$ cat src/logic/sap_rx_pkg.sv
// Purpose: shared constants and types for the serial audio receive port
// Assumes: 25 MHz system clock, bit clock sampled as an ordinary input
// Notes: register offsets are byte addresses on the AXI4-Lite bus
package sap_rx_pkg;
  localparam logic [7:0] OFF_FMT = 8'h33;
  localparam logic [7:0] OFF_WLEN = 8'h34;
  localparam logic [7:0] OFF_CLK_STATUS = 8'h71;
  localparam logic [7:0] OFF_IRQ_STATUS = 8'h80;
  localparam logic [7:0] OFF_IRQ_MASK = 8'h84;
  localparam logic [7:0] OFF_LEFT = 8'h88;
  localparam logic [7:0] OFF_RIGHT = 8'h8c;
  localparam logic [7:0] OFF_RATE = 8'h90;
  localparam int FMT_SEL_LSB = 4;
  localparam int FS_SHORT_LSB = 2;
  localparam int WLEN_HI_BIT = 7;
  localparam logic [1:0] FMT_I2S = 2'h0;
  localparam logic [1:0] FMT_TDM = 2'h1;
  localparam logic [1:0] FMT_RJ = 2'h2;
  localparam logic [1:0] FMT_LJ = 2'h3;
  localparam logic [7:0] FMT_RESET = 8'h00;
  localparam logic [7:0] WLEN_RESET = 8'h18;
  localparam logic [5:0] WLEN_MAX = 6'h20;
  localparam int CLK_MHZ = 25;
  localparam int HALT_TIME_US = 40;
  localparam int HALT_CYCLES = HALT_TIME_US * CLK_MHZ;
  localparam logic [9:0] RATIO_32 = 10'h020;
  localparam logic [9:0] RATIO_64 = 10'h040;
  localparam logic [9:0] RATIO_128 = 10'h080;
  localparam logic [9:0] RATIO_256 = 10'h100;
  localparam logic [9:0] RATIO_512 = 10'h200;
  localparam int IRQ_CLK_ERR = 0;
  localparam int IRQ_LEFT = 1;
  localparam int IRQ_RIGHT = 2;
  localparam logic [1:0] RESP_OKAY = 2'h0;
  localparam logic [1:0] RESP_SLVERR = 2'h2;

  typedef struct packed {
    logic awvalid;
    logic [7:0] awaddr;
    logic wvalid;
    logic [31:0] wdata;
    logic [3:0] wstrb;
    logic bready;
    logic arvalid;
    logic [7:0] araddr;
    logic rready;
  } axil_req_t;

  typedef struct packed {
    logic awready;
    logic wready;
    logic bvalid;
    logic [1:0] bresp;
    logic arready;
    logic rvalid;
    logic [31:0] rdata;
    logic [1:0] rresp;
  } axil_rsp_t;

  typedef struct packed {
    logic bit_clk;
    logic word_clk;
    logic serial_data_in;
  } audio_pins_t;
endpackage

$ cat src/logic/sync2.sv
// Purpose: two-flop synchroniser for a vector of asynchronous levels
// Assumes: inputs are independent levels
// Notes: only the second stage is visible outside
`timescale 1ns/100ps
`default_nettype none
module sync2 #(
  parameter int W = 3
) (
  input wire logic CLOCK,
  input wire logic RST_B,
  input wire logic [W-1:0] async_in,
  output logic [W-1:0] sync_out
);
  typedef struct packed {
    logic [W-1:0] meta;
    logic [W-1:0] stable;
  } sync_state_t;
  sync_state_t state, next_state;

  always_comb begin
    next_state.meta = async_in;
    next_state.stable = state.meta;
    if (!RST_B) begin
      next_state = '0;
    end
  end

  always_ff @(posedge CLOCK) begin
    state <= next_state;
  end

  assign sync_out = state.stable;
endmodule
`default_nettype wire

$ cat src/logic/sap_rx.sv
// Purpose: serial audio input port receiver with clock error and hi-z control
// Assumes: host drives bit clock, word clock and data; bit clock well below 12.5 MHz
// Notes: software reaches the port over AXI4-Lite; one level interrupt
//
// The AXI4-Lite interface to the registers and the register offsets are this design's own decisions.
`timescale 1ns/100ps
`default_nettype none
// What this block does
// - A halted clock or an unsupported bit-to-word clock ratio sets the clock error at 0x71.
// - On a clock halt every output channel is forced to high impedance.
// - When clocks return the port resumes its former state with no software reload.
// - Bits 5:4 of register 0x33 pick I2S, left-justified, right-justified or TDM.
// - Samples are MSB-first two's complement of up to 32 bits.
// - Word length comes from bit 7 of 0x33 together with 0x34.
// - Reset leaves the port in I2S with 24-bit words.
// - In I2S, word clock low carries left and high carries right.
// - In right-justified, word clock high carries left and low carries right.
// - In TDM a rising frame sync starts a new frame.
// - Data shifts in on the bit clock; the word clock is channel select or frame sync.
// - The sample rate is measured by the port itself with no software choice.
module sap_rx
  import sap_rx_pkg::*;
(
  input wire logic CLOCK,
  input wire logic RST_B,
  input wire sap_rx_pkg::audio_pins_t PINS,
  input wire sap_rx_pkg::axil_req_t AXI_REQ,
  output sap_rx_pkg::axil_rsp_t AXI_RSP,
  output logic [31:0] LEFT_SAMPLE,
  output logic [31:0] RIGHT_SAMPLE,
  output logic SAMPLE_STROBE,
  output logic OUTPUT_HIZ,
  output logic CLOCK_ERROR,
  output logic IRQ
);
  typedef struct packed {
    logic bclk_d;
    logic wclk_d;
    logic [31:0] shift;
    logic [9:0] bit_cnt;
    logic [9:0] ratio_cnt;
    logic [9:0] ratio;
    logic [15:0] halt_cnt;
    logic halted;
    logic ratio_bad;
    logic [7:0] fmt;
    logic [7:0] wlen;
    logic [2:0] irq_status;
    logic [2:0] irq_mask;
    logic [31:0] left;
    logic [31:0] right;
    logic strobe;
    logic hiz;
    logic clk_err;
    logic irq;
    axil_rsp_t rsp;
    logic aw_held;
    logic [7:0] aw_addr;
    logic w_held;
    logic [31:0] w_data;
    logic [3:0] w_strb;
  } rx_state_t;

  rx_state_t state, next_state;
  audio_pins_t pins_s;

  sync2 #(
    .W(3)
  ) u_sync (
    .CLOCK(CLOCK),
    .RST_B(RST_B),
    .async_in(PINS),
    .sync_out(pins_s)
  );

  logic bclk_rise;
  logic wclk_rise;
  logic wclk_edge;
  logic [1:0] fmt_sel;
  logic [5:0] word_len;
  logic [5:0] slot_bits;
  logic ratio_ok;
  logic left_phase;
  logic [31:0] rd_data;
  logic rd_hit;
  logic [31:0] aligned;
  logic [31:0] shift_in;
  logic [31:0] aligned_in;
  logic [9:0] bit_idx;
  logic [2:0] events;

  always_comb begin
    bclk_rise = pins_s.bit_clk && !state.bclk_d;
    wclk_edge = bclk_rise && (pins_s.word_clk != state.wclk_d);
    wclk_rise = wclk_edge && pins_s.word_clk;
    fmt_sel = state.fmt[FMT_SEL_LSB +: 2];
    // wider selections saturate at the 32-bit ceiling
    if (state.fmt[WLEN_HI_BIT] || state.wlen > 8'(WLEN_MAX)) begin
      word_len = WLEN_MAX;
    end else begin
      word_len = state.wlen[5:0];
    end
    // per-channel slot is half the frame; right-justified aligns to its end
    slot_bits = state.ratio[6:1];
    ratio_ok = (state.ratio == RATIO_32) || (state.ratio == RATIO_64);
    if (fmt_sel == FMT_TDM) begin
      ratio_ok = (state.ratio == RATIO_128) || (state.ratio == RATIO_256)
        || (state.ratio == RATIO_512);
    end
    // word clock level at sampling chooses the channel; in TDM the bit count does
    if (fmt_sel == FMT_I2S) begin
      left_phase = !state.wclk_d;
    end else if (fmt_sel == FMT_TDM) begin
      left_phase = state.bit_cnt < 10'(WLEN_MAX);
    end else begin
      left_phase = state.wclk_d;
    end
    aligned = state.shift;
    if (word_len != WLEN_MAX) begin
      aligned = state.shift << (6'(WLEN_MAX) - word_len);
    end
    // the same word with the bit now arriving included
    shift_in = {state.shift[30:0], pins_s.serial_data_in};
    aligned_in = shift_in;
    if (word_len != WLEN_MAX) begin
      aligned_in = shift_in << (6'(WLEN_MAX) - word_len);
    end
    bit_idx = state.bit_cnt + 10'h001;
    rd_hit = 1'b1;
    unique case (AXI_REQ.araddr)
      OFF_FMT: rd_data = {24'h00_0000, state.fmt};
      OFF_WLEN: rd_data = {24'h00_0000, state.wlen};
      OFF_CLK_STATUS: rd_data = {31'h0000_0000, state.clk_err};
      OFF_IRQ_STATUS: rd_data = {29'h0000_0000, state.irq_status};
      OFF_IRQ_MASK: rd_data = {29'h0000_0000, state.irq_mask};
      OFF_LEFT: rd_data = state.left;
      OFF_RIGHT: rd_data = state.right;
      OFF_RATE: rd_data = {22'h00_0000, state.ratio};
      default: begin
        rd_data = 32'h0000_0000;
        rd_hit = 1'b0;
      end
    endcase
  end

  always_comb begin
    next_state = state;
    events = 3'h0;
    next_state.bclk_d = pins_s.bit_clk;
    next_state.strobe = 1'b0;
    if (bclk_rise) begin
      next_state.wclk_d = pins_s.word_clk;
      next_state.shift = {state.shift[30:0], pins_s.serial_data_in};
      next_state.bit_cnt = state.bit_cnt + 10'h001;
      next_state.ratio_cnt = state.ratio_cnt + 10'h001;
    end
    // a clock that stops running stops the word clock edges that clear the cycle counter
    if (wclk_edge) begin
      next_state.halt_cnt = 16'h0000;
    end else if (state.halt_cnt != 16'(HALT_CYCLES)) begin
      next_state.halt_cnt = state.halt_cnt + 16'h0001;
    end
    next_state.halted = state.halt_cnt == 16'(HALT_CYCLES);
    // frame length is counted between word clock rising edges
    if (wclk_rise) begin
      next_state.ratio = state.ratio_cnt + 10'h001;
      next_state.ratio_cnt = 10'h000;
    end
    next_state.ratio_bad = !ratio_ok;
    // a word ends on a channel edge, or after word_len bits in TDM/LJ/I2S
    if (bclk_rise && !state.halted) begin
      if (fmt_sel == FMT_TDM) begin
        // counter spans the whole frame so idle slots never match either word end
        if (wclk_rise) begin
          next_state.bit_cnt = 10'h001;
        end else if (state.bit_cnt == 10'(word_len)) begin
          next_state.left = aligned;
          events[IRQ_LEFT] = 1'b1;
        end else if (state.bit_cnt == 10'(word_len) + 10'(WLEN_MAX)) begin
          next_state.right = aligned;
          next_state.strobe = 1'b1;
          events[IRQ_RIGHT] = 1'b1;
        end
      end else begin
        if (wclk_edge) begin
          next_state.bit_cnt = 10'h000;
        end
        if (fmt_sel == FMT_RJ) begin
          if (wclk_edge && slot_bits != 6'h00) begin
            if (left_phase) begin
              next_state.left = aligned;
              events[IRQ_LEFT] = 1'b1;
            end else begin
              next_state.right = aligned;
              next_state.strobe = 1'b1;
              events[IRQ_RIGHT] = 1'b1;
            end
          end
        end else if (bit_idx == 10'(word_len - 6'(fmt_sel == FMT_LJ))) begin
          // i2s lags the edge by one bit, so a 32-bit word closes on the next edge
          if (left_phase) begin
            next_state.left = aligned_in;
            events[IRQ_LEFT] = 1'b1;
          end else begin
            next_state.right = aligned_in;
            next_state.strobe = 1'b1;
            events[IRQ_RIGHT] = 1'b1;
          end
        end
      end
    end
    next_state.clk_err = state.halted || state.ratio_bad;
    next_state.hiz = state.halted;
    events[IRQ_CLK_ERR] = next_state.clk_err && !state.clk_err;

    // bus slave: address and data may arrive in either order
    if (AXI_REQ.awvalid && state.rsp.awready) begin
      next_state.aw_held = 1'b1;
      next_state.aw_addr = AXI_REQ.awaddr;
      next_state.rsp.awready = 1'b0;
    end
    if (AXI_REQ.wvalid && state.rsp.wready) begin
      next_state.w_held = 1'b1;
      next_state.w_data = AXI_REQ.wdata;
      next_state.w_strb = AXI_REQ.wstrb;
      next_state.rsp.wready = 1'b0;
    end
    if (state.aw_held && state.w_held && !state.rsp.bvalid) begin
      next_state.rsp.bvalid = 1'b1;
      next_state.rsp.bresp = RESP_OKAY;
      unique case (state.aw_addr)
        OFF_FMT: begin
          if (state.w_strb[0]) begin
            next_state.fmt = state.w_data[7:0];
          end
        end
        OFF_WLEN: begin
          if (state.w_strb[0]) begin
            next_state.wlen = state.w_data[7:0];
          end
        end
        OFF_IRQ_MASK: begin
          if (state.w_strb[0]) begin
            next_state.irq_mask = state.w_data[2:0];
          end
        end
        OFF_CLK_STATUS, OFF_IRQ_STATUS, OFF_LEFT, OFF_RIGHT, OFF_RATE: begin
          next_state.rsp.bresp = RESP_OKAY;
        end
        default: next_state.rsp.bresp = RESP_SLVERR;
      endcase
    end
    if (state.rsp.bvalid && AXI_REQ.bready) begin
      next_state.rsp.bvalid = 1'b0;
      next_state.aw_held = 1'b0;
      next_state.w_held = 1'b0;
      next_state.rsp.awready = 1'b1;
      next_state.rsp.wready = 1'b1;
    end
    if (AXI_REQ.arvalid && state.rsp.arready) begin
      next_state.rsp.arready = 1'b0;
      next_state.rsp.rvalid = 1'b1;
      next_state.rsp.rdata = rd_data;
      next_state.rsp.rresp = rd_hit ? RESP_OKAY : RESP_SLVERR;
      // status clears on read; a same-cycle event still lands
      if (AXI_REQ.araddr == OFF_IRQ_STATUS) begin
        next_state.irq_status = 3'h0;
      end
    end
    if (state.rsp.rvalid && AXI_REQ.rready) begin
      next_state.rsp.rvalid = 1'b0;
      next_state.rsp.arready = 1'b1;
    end
    next_state.irq_status = next_state.irq_status | events;
    next_state.irq = |(state.irq_status & state.irq_mask);

    if (!RST_B) begin
      next_state = '0;
      next_state.fmt = FMT_RESET;
      next_state.wlen = WLEN_RESET;
      next_state.rsp.awready = 1'b1;
      next_state.rsp.wready = 1'b1;
      next_state.rsp.arready = 1'b1;
    end
  end

  always_ff @(posedge CLOCK) begin
    state <= next_state;
  end

  assign AXI_RSP = state.rsp;
  assign LEFT_SAMPLE = state.left;
  assign RIGHT_SAMPLE = state.right;
  assign SAMPLE_STROBE = state.strobe;
  assign OUTPUT_HIZ = state.hiz;
  assign CLOCK_ERROR = state.clk_err;
  assign IRQ = state.irq;
endmodule
`default_nettype wire

$ cat config.mk
export PLATFORM = sky130hd
export DESIGN_NAME = sap_rx
export DESIGN_NICKNAME = d
export VERILOG_FILES = /design/src/logic/sap_rx_pkg.sv /design/src/logic/sync2.sv /design/src/logic/sap_rx.sv
export SDC_FILE = /design/constraint.sdc
export NUM_CORES = 1
export LEC_CHECK = 0
export BUFFER_PORTS_ARGS = -buffer_cell sky130_fd_sc_hd__buf_2
export CORE_MARGIN = 4
export CORE_UTILIZATION = 50
export DETAILED_ROUTE_END_ITERATION = 8
export PLACE_DENSITY = 0.7
export SLEW_MARGIN = 30
export SYNTH_ARGS = -nofsm -noshare
export SYNTH_HDL_FRONTEND = slang
export SYNTH_SLANG_ARGS = --single-unit
$ cat constraint.sdc
create_clock -name CLOCK -period 4.9 [get_ports CLOCK]
set_input_delay 0.245 -clock CLOCK [delete_from_list [all_inputs] [get_ports CLOCK]]
set_output_delay 0.245 -clock CLOCK [all_outputs]
set_load 0.01 [all_outputs]
==> results of run 1 <==
[cell usage after synthesis, drive strengths merged (15+ instances only)]
library cell  count
buf             163
nand2           226
nor3             73
nor2            188
a22oi            20
o21ai           125
nand3            60
dfxtp           236
o22a             24
and2             22
clkbuf          121
a221oi           42
inv              27
o22ai            17
xor2             22
a211oi           33
xnor2            30
a21oi           199
nand2b           15
mux2i            74
a31oi            16
[metal layers]
metal  routed length (um)  share of wire (%)  track usage (%)  vias to the layer above
li1                     -                  -                -                     7049
met5                    0                  0                0                        -
met4                 1700                3.5             9.12                        0
met3                 3580                7.3             4.36                      126
met2                23600                 48             47.8                      672
met1                20300                 41             36.4                     7089
[repair_timing]
item / 4_1_cts / 5_1_grt
gates resized for setup: 0 / 0
endpoints found under the hold margin: 24 / 0
hold buffers: 25 / 0
[flip-flops by register name, summed over array words and instances (netlist names)]
signal / count
state: 84
u_sync.sync_out: 3
SAMPLE_STROBE: 1
RIGHT_SAMPLE: 32
OUTPUT_HIZ: 1
LEFT_SAMPLE: 32
u_sync.state: 3
shift_in: 31
IRQ: 1
slot_bits: 6
AXI_RSP: 39
CLOCK_ERROR: 1
fmt_sel: 2
[worst min path at each step]
| stage | to | slack [ns] | depth (start not counted) |
|---|---|---|---|
| 2_1_floorplan | AXI_RSP[39] | 0.35 | 1 |
| 3_3_place_gp | u_sync.sync_out[2] | 0.42 | 1 |
| 3_5_place_dp | u_sync.sync_out[1] | 0.42 | 1 |
| 4_1_cts | AXI_RSP[40] | 0.01 | 2 |
| 5_1_grt | state[43] | 0.05 | 3 |
| 6_report | AXI_RSP[40] | 0.02 | 2 |
[worst max-delay path, cell delays in order (launching register included)]
cell and delay (ns):
dfxtp_1 0.41, or4_2 0.75, nor2_4 0.15, inv_2 0.05, ha_2 0.28, xor2_2 0.51
mux2i_1 0.14, a2111oi_0 0.44, buf_4 0.19, a31o_2 0.23, nor2_1 0.05, a21oi_1 0.33
a221oi_1 0.19, o32a_1 0.37, a21oi_1 0.13
[cell usage in the layout (no fill, tap or decap), types with 11 or more instances in the layout]
cell type / synthesis / final
and3_1: 12 / 11
buf_4: 112 / 36
a22oi_1: 20 / 20
mux2i_1: 74 / 74
o22a_1: 24 / 24
xor2_1: 22 / 21
clkbuf_16: 0 / 24
a221oi_1: 40 / 40
nand3_1: 60 / 60
a31oi_1: 15 / 15
o21ai_0: 99 / 99
o22ai_1: 17 / 17
or3_1: 12 / 12
and2_1: 21 / 21
dlygate4sd3_1: 0 / 25
nand2b_1: 15 / 14
a21oi_1: 199 / 199
o21ai_1: 26 / 25
a211oi_1: 31 / 31
nor2_1: 187 / 186
o211ai_1: 14 / 14
mux2_2: 12 / 12
nand2_1: 224 / 223
buf_2: 27 / 140
nor2b_1: 14 / 13
inv_1: 26 / 25
dfxtp_1: 236 / 235
xnor2_1: 30 / 30
nand4_1: 12 / 12
nor3_1: 72 / 70
[kinds of logic (layout without fill, tap and decap cells)]
kind of cell	after synthesis	after routing	synth area share (%)
AO/OA/AOI/OAI	617	617	26.8
XOR/XNOR	53	53	3.11
adder cells (fa/ha/maj)	11	11	0.896
buffers and inverters	311	275	11.0
flip-flops	236	236	30.8
multiplexers	96	96	7.12
other	1	2	0.0244
AND/OR/NAND/NOR	675	675	20.3
[metrics by stage]
stage | setup slack [ns] | std cells | utilization, % | power [mW]
global route | 0.313 | 2355 | 54.9 | 4.22
CTS | 0.685 | 2355 | 54.8 | 4.12
detailed placement | 0.711 | 2286 | 51.2 | 2.19
finish | 0.587 | 2355 | 54.9 | 4.10
floorplan | 0.750 | 2001 | - | 2.14
global placement | 0.651 | 2286 | 51.1 | 2.19
[power groups by stage]
stage / Sequential [mW] / Combinational [mW] / Clock, mW
final: 1.98 / 0.194 / 1.93
after global routing: 1.98 / 0.215 / 2.03
after detailed placement: 2.02 / 0.176 / 0
after floorplan: 2.01 / 0.137 / 0
after CTS: 1.97 / 0.192 / 1.96
after global placement: 2.01 / 0.172 / 0
[cell type report]
| type | count | share of cell area (%) |
|---|---|---|
| sequential | 236 | 28.7 |
| inverter | 27 | 0.624 |
| clock buffer | 32 | 4.02 |
| clock inverter | 12 | 1.06 |
| multi-input combinational | 1454 | 54.8 |
| timing repair buffer | 204 | 7.79 |
| tap | 390 | 2.97 |
==> flow_summary.toml, run 1 <==
[status]
status = "complete, no violations"

[logic_synthesis]
synthCells = 2000
synth-edff-count = 0
yosys_warnings = 0
ys_async_sr_fraction_pct = 0
yosys_most_used_dff = "dfxtp_1"
synth_top_area_cell = "dfxtp_1"
synth_area_um2 = 15400
synth_area_leaders = "dfxtp_1 31%, a21oi_1 6.5%, buf_4 5.5%"
synth.top_cell.area_share_pct = 30.8
postSynthAreaPerCell_um2 = 7.68
yosysSeqAreaShare_pct = 30.8
synth_seq_cells = 236
synth.lib_cells_used.distinct = 92

[floorplan]
rows = 63
start_util_pct = 51.3
core_um2 = 30000
dieArea_um2 = 33600
ios = 171
die_w_um = 183
die_h_um = 183

[final_layout]
multi_input_area_um2 = 9010
antenna_cells = 0
drive_above_1_share_pct = 14.5
layout.nets = 2020
ff_latch_area_um2 = 4730
fin_area_um2 = 16400
fillers = 2839
syn_to_final_growth_pct = 7.11

[drt]
routedWlPerCell_um = 20.9
drc_errors = 0
firstDrtPassIters = 6
drt-vias-per-instance = 6.34
vias = 14900
routed_wirelength_um = 49200
drtIter0Drc = 1787
ant_nets = 0

[timing]
timing.final.crit_share_pct = 88.0
tightest_slew_ns = 1.01
fin_skew_ns = 0.0181
fmax_ghz = 0.232
hold_violations = 0
setup_violations = 0
drv_slew = 0
rsz0062_at_grt = "no"
slew_headroom_pct = 32.7
whs_ns = 0.0245
tns_ns = 0
period_needed_ns = 4.31

[worst_setup_path]
crit_end = "RIGHT_SAMPLE[16]"
reg2regPathDepth = 14
cp_data_arrival_time_ns = 4.79
r2r_slack_ns = 0.59
setup.worst_path.start = "state[168]"
crit_fanout = 16
worstSetupStartpointType = "register"
worstReg2RegStart = "state[168]"
timing.rr.end = "RIGHT_SAMPLE[16]"
crit_type = "register to register"
cp-end-kind = "register"
cp.required_ns = 5.38

[cts]
cts_buffer_depth = 3
cts-buffers-inserted = 24
h-tree-depth = 1
cts_setup_buffers = 0
cts_root_buf = "clkbuf_16"
cts.sinks = 236
cts_tree = "done"
clk_pin_slew_ns = 0.07
clk_latency_ns = 0.55

[placed_design]
dpl_cell_area_um2 = 15300
io_buffers = 141
dp_hpwl_um = 35300
gp_congestion = 1.03

[power]
pwr-share-seq_pct = 48.2
cellLeakagePower_nw = 6.16
p_sw_uw = 958
p_int_mw = 3.14
switching_share_pct = 23.4
p_comb_share_pct = 4.7
pwr-share-clk_pct = 47.0
p_per_area_nw_per_um2 = 249
irDropWorstVdd_uv = 285

[grt]
grt_pass1_wl_um = 77200
grt_usage_pct = 28.0
grt_antenna_before_repair = 0
grt_pass1_vias = 14000
grt_max_degree = 66
overflow = 0

[hold_path]
hold_start = "AXI_REQ[56]"
hold_path.class = "primary input to register"

[flow_run]
max_cap_violations = 0
Note: power is estimated with default switching activity, not from simulation.
==> run 2, diff against run 1 <==
CTS_CLUSTER_SIZE = 28   (was unset)
SYNTH_HIERARCHICAL = 1   (was unset)
==> run 2 against run 1 <==
Worst hold slack improved by 0.0012 ns. Critical endpoint is now LEFT_SAMPLE[28]. Highest routed layer unchanged. Critical path type unchanged. Sequential power is essentially flat. Global-route usage is 1.3 points lower. First-iteration DRC count shrank 13%.
==> flow_summary.toml, run 2 <==
[drt]
drt-vias-per-instance = 6.29
drc_errors = 0
routed_wirelength_um = 46300
dr_wl_met3_um = 2950
routedWlPerCell_um = 20.3
drtIter0Drc = 1554
firstDrtPassIters = 6
met2_length_um = 21900
top_layer = "met4"
wl_met1_um = 19700
vias = 14400
ant_nets = 0

[timing]
whs_ns = 0.0257
rsz0062_at_grt = "no"
tns_ns = 0
setup_violations = 0
hold_violations = 0
slew_headroom_pct = 35.5
period_needed_ns = 4.31
timing.final.crit_share_pct = 88.0
fin_skew_ns = 0.0148
tightest_slew_ns = 0.960
fmax_ghz = 0.232
drv_slew = 0

[final_layout]
antenna_cells = 0
drive_above_1_share_pct = 15.1
fin_area_um2 = 16200
final_cell_mix = "236 x dfxtp_1, 201 x nand2_1, 190 x a21oi_1, 163 x nor2_1, 140 x buf_2"
largest_register = "state"
layout.cells.most_common = "dfxtp_1"
layout.nets = 1951
syn_to_final_growth_pct = 6.52
largest_register_ffs = 84

[grt]
grt_max_degree = 80
grt_pass1_wl_um = 74200
grt_antenna_before_repair = 0
grt_pass1_vias = 13200
overflow = 0
grt_usage_pct = 26.7

[logic_synthesis]
synth_most_common_cell = "dfxtp_1"
synth_area_leaders = "dfxtp_1 31%, a21oi_1 6.2%, buf_4 5.4%"
synth-edff-count = 0
yosys_warnings = 6
synth.lib_cells_used.distinct = 87
ys_async_sr_fraction_pct = 0
yosysSeqAreaShare_pct = 31.0
yosys_most_used_dff = "dfxtp_1"
synth_seq_cells = 236
synth.top_cell.area_share_pct = 31.0
synth_area_um2 = 15200
synth_top_area_cell = "dfxtp_1"
synthCells = 1940
synth_common_cells = "236 x dfxtp_1, 202 x nand2_1, 190 x a21oi_1"
postSynthAreaPerCell_um2 = 7.85

[floorplan]
die_w_um = 182
start_util_pct = 51.1
core_um2 = 29800
rows = 63
die_h_um = 182
dieArea_um2 = 33300
ios = 171

[cts]
cts-buffers-inserted = 25
cts_root_buf = "clkbuf_16"
cts_buffer_depth = 3
cts_hold_buf = 24
h-tree-depth = 1
cts.sinks = 236
clk_pin_slew_ns = 0.06
clk_latency_ns = 0.55
cts_resized = 0
cts_tree = "done"
cts_setup_buffers = 0

[placed_design]
dp_hpwl_um = 32900
dpl_cell_area_um2 = 15100
gp_congestion = 1.02
io_buffers = 141

[worst_setup_path]
cp.required_ns = 5.37
cp-end-kind = "register"
reg2regPathDepth = 13
crit_type = "register to register"
cp_data_arrival_time_ns = 4.78
worstSetupStartpointType = "register"
crit_fanout = 29

[power]
cellLeakagePower_nw = 6.12
p_per_area_nw_per_um2 = 250
irDropWorstVdd_uv = 280

[flow_run]
max_cap_violations = 0

[status]
status = "complete, no violations"

[hold_path]
hold_path.class = "primary input to register"
min_path_cells = 3
-- run 2: changes by cell type after synthesis, moves of 13 or more --
cell      change
o21ai_1      -26
a22oi_1      +13
a221oi_1     -21
nor3_1       -28
nand2_1      -22
nor2_1       -23
nand3_1      -23
o21ai_0      +29
-- run 2: layout make-up --
| class | count | area [um^2] |
|---|---|---|
| fill | 2800 | 13600 |
| multi-input combinational | 1399 | 8920 |
| sequential | 236 | 4720 |
| timing repair buffer | 196 | 1180 |
| clock buffer | 35 | 703 |
| tap | 390 | 488 |
| clock inverter | 10 | 121 |
| inverter | 20 | 76.3 |
-- run 2: worst paths after layout --
kind | slack (ns) | end | startpoint
setup / recovery | 0.59 | LEFT_SAMPLE[28] | state[168]
hold / removal | 0.03 | AXI_RSP[35] | AXI_REQ[9]
hold reg to reg | 0.43 | u_sync/sync_out[0] | u_sync/state[3]
setup reg to reg | 0.59 | LEFT_SAMPLE[28] | state[168]
-- run 2: critical path, cell delays in order (launching register included) --
cell and delay (ns):
dfxtp_1 0.39, or4_1 0.63, nor2_4 0.13, inv_2 0.06
and2_1 0.15, ha_1 0.29, and4_1 0.21, a2111o_1 0.35
a2111oi_2 0.36, nor4b_4 0.45, o21a_2 0.54, buf_4 0.35
o21ai_0 0.11, a31oi_1 0.18
-- run 2: metal layers --
| metal | vias up | track usage, % |
|---|---|---|
| li1 | 6816 | - |
| met1 | 6829 | 36.3 |
| met2 | 626 | 44.8 |
| met3 | 111 | 2.71 |
| met4 | 0 | 8.41 |
| met5 | - | 0 |
-- run 2: stage by stage --
stage	cells	util [%]	worst slack, ns	total power [mW]
after CTS	2286	54.4	0.631	4.09
after global routing	2286	54.4	0.311	4.19
after floorplan	1941	-	0.742	2.12
after detailed placement	2217	50.8	0.660	2.16
after global placement	2217	50.8	0.699	2.16
final	2286	54.4	0.587	4.06
-- run 2: logic make-up (layout without fill, tap and decap cells) --
kind of cell | count (synthesis) | count (layout) | synth area share, %
buffers and inverters | 306 | 261 | 10.5
muxes | 109 | 109 | 8.21
xor gates and xnor gates | 55 | 55 | 3.26
AOI/OAI and AO/OA | 631 | 631 | 27.5
adders and majority gates | 11 | 11 | 0.904
and+or+nand+nor | 591 | 591 | 18.5
other | 1 | 2 | 0.0246
DFF | 236 | 236 | 31.0
-- run 2: report_power, final --
group,internal [mW],switching [mW],total (mW)
Sequential,1.94,0.0243,1.97
Combinational,0.0638,0.107,0.170
Clock,1.11,0.806,1.92
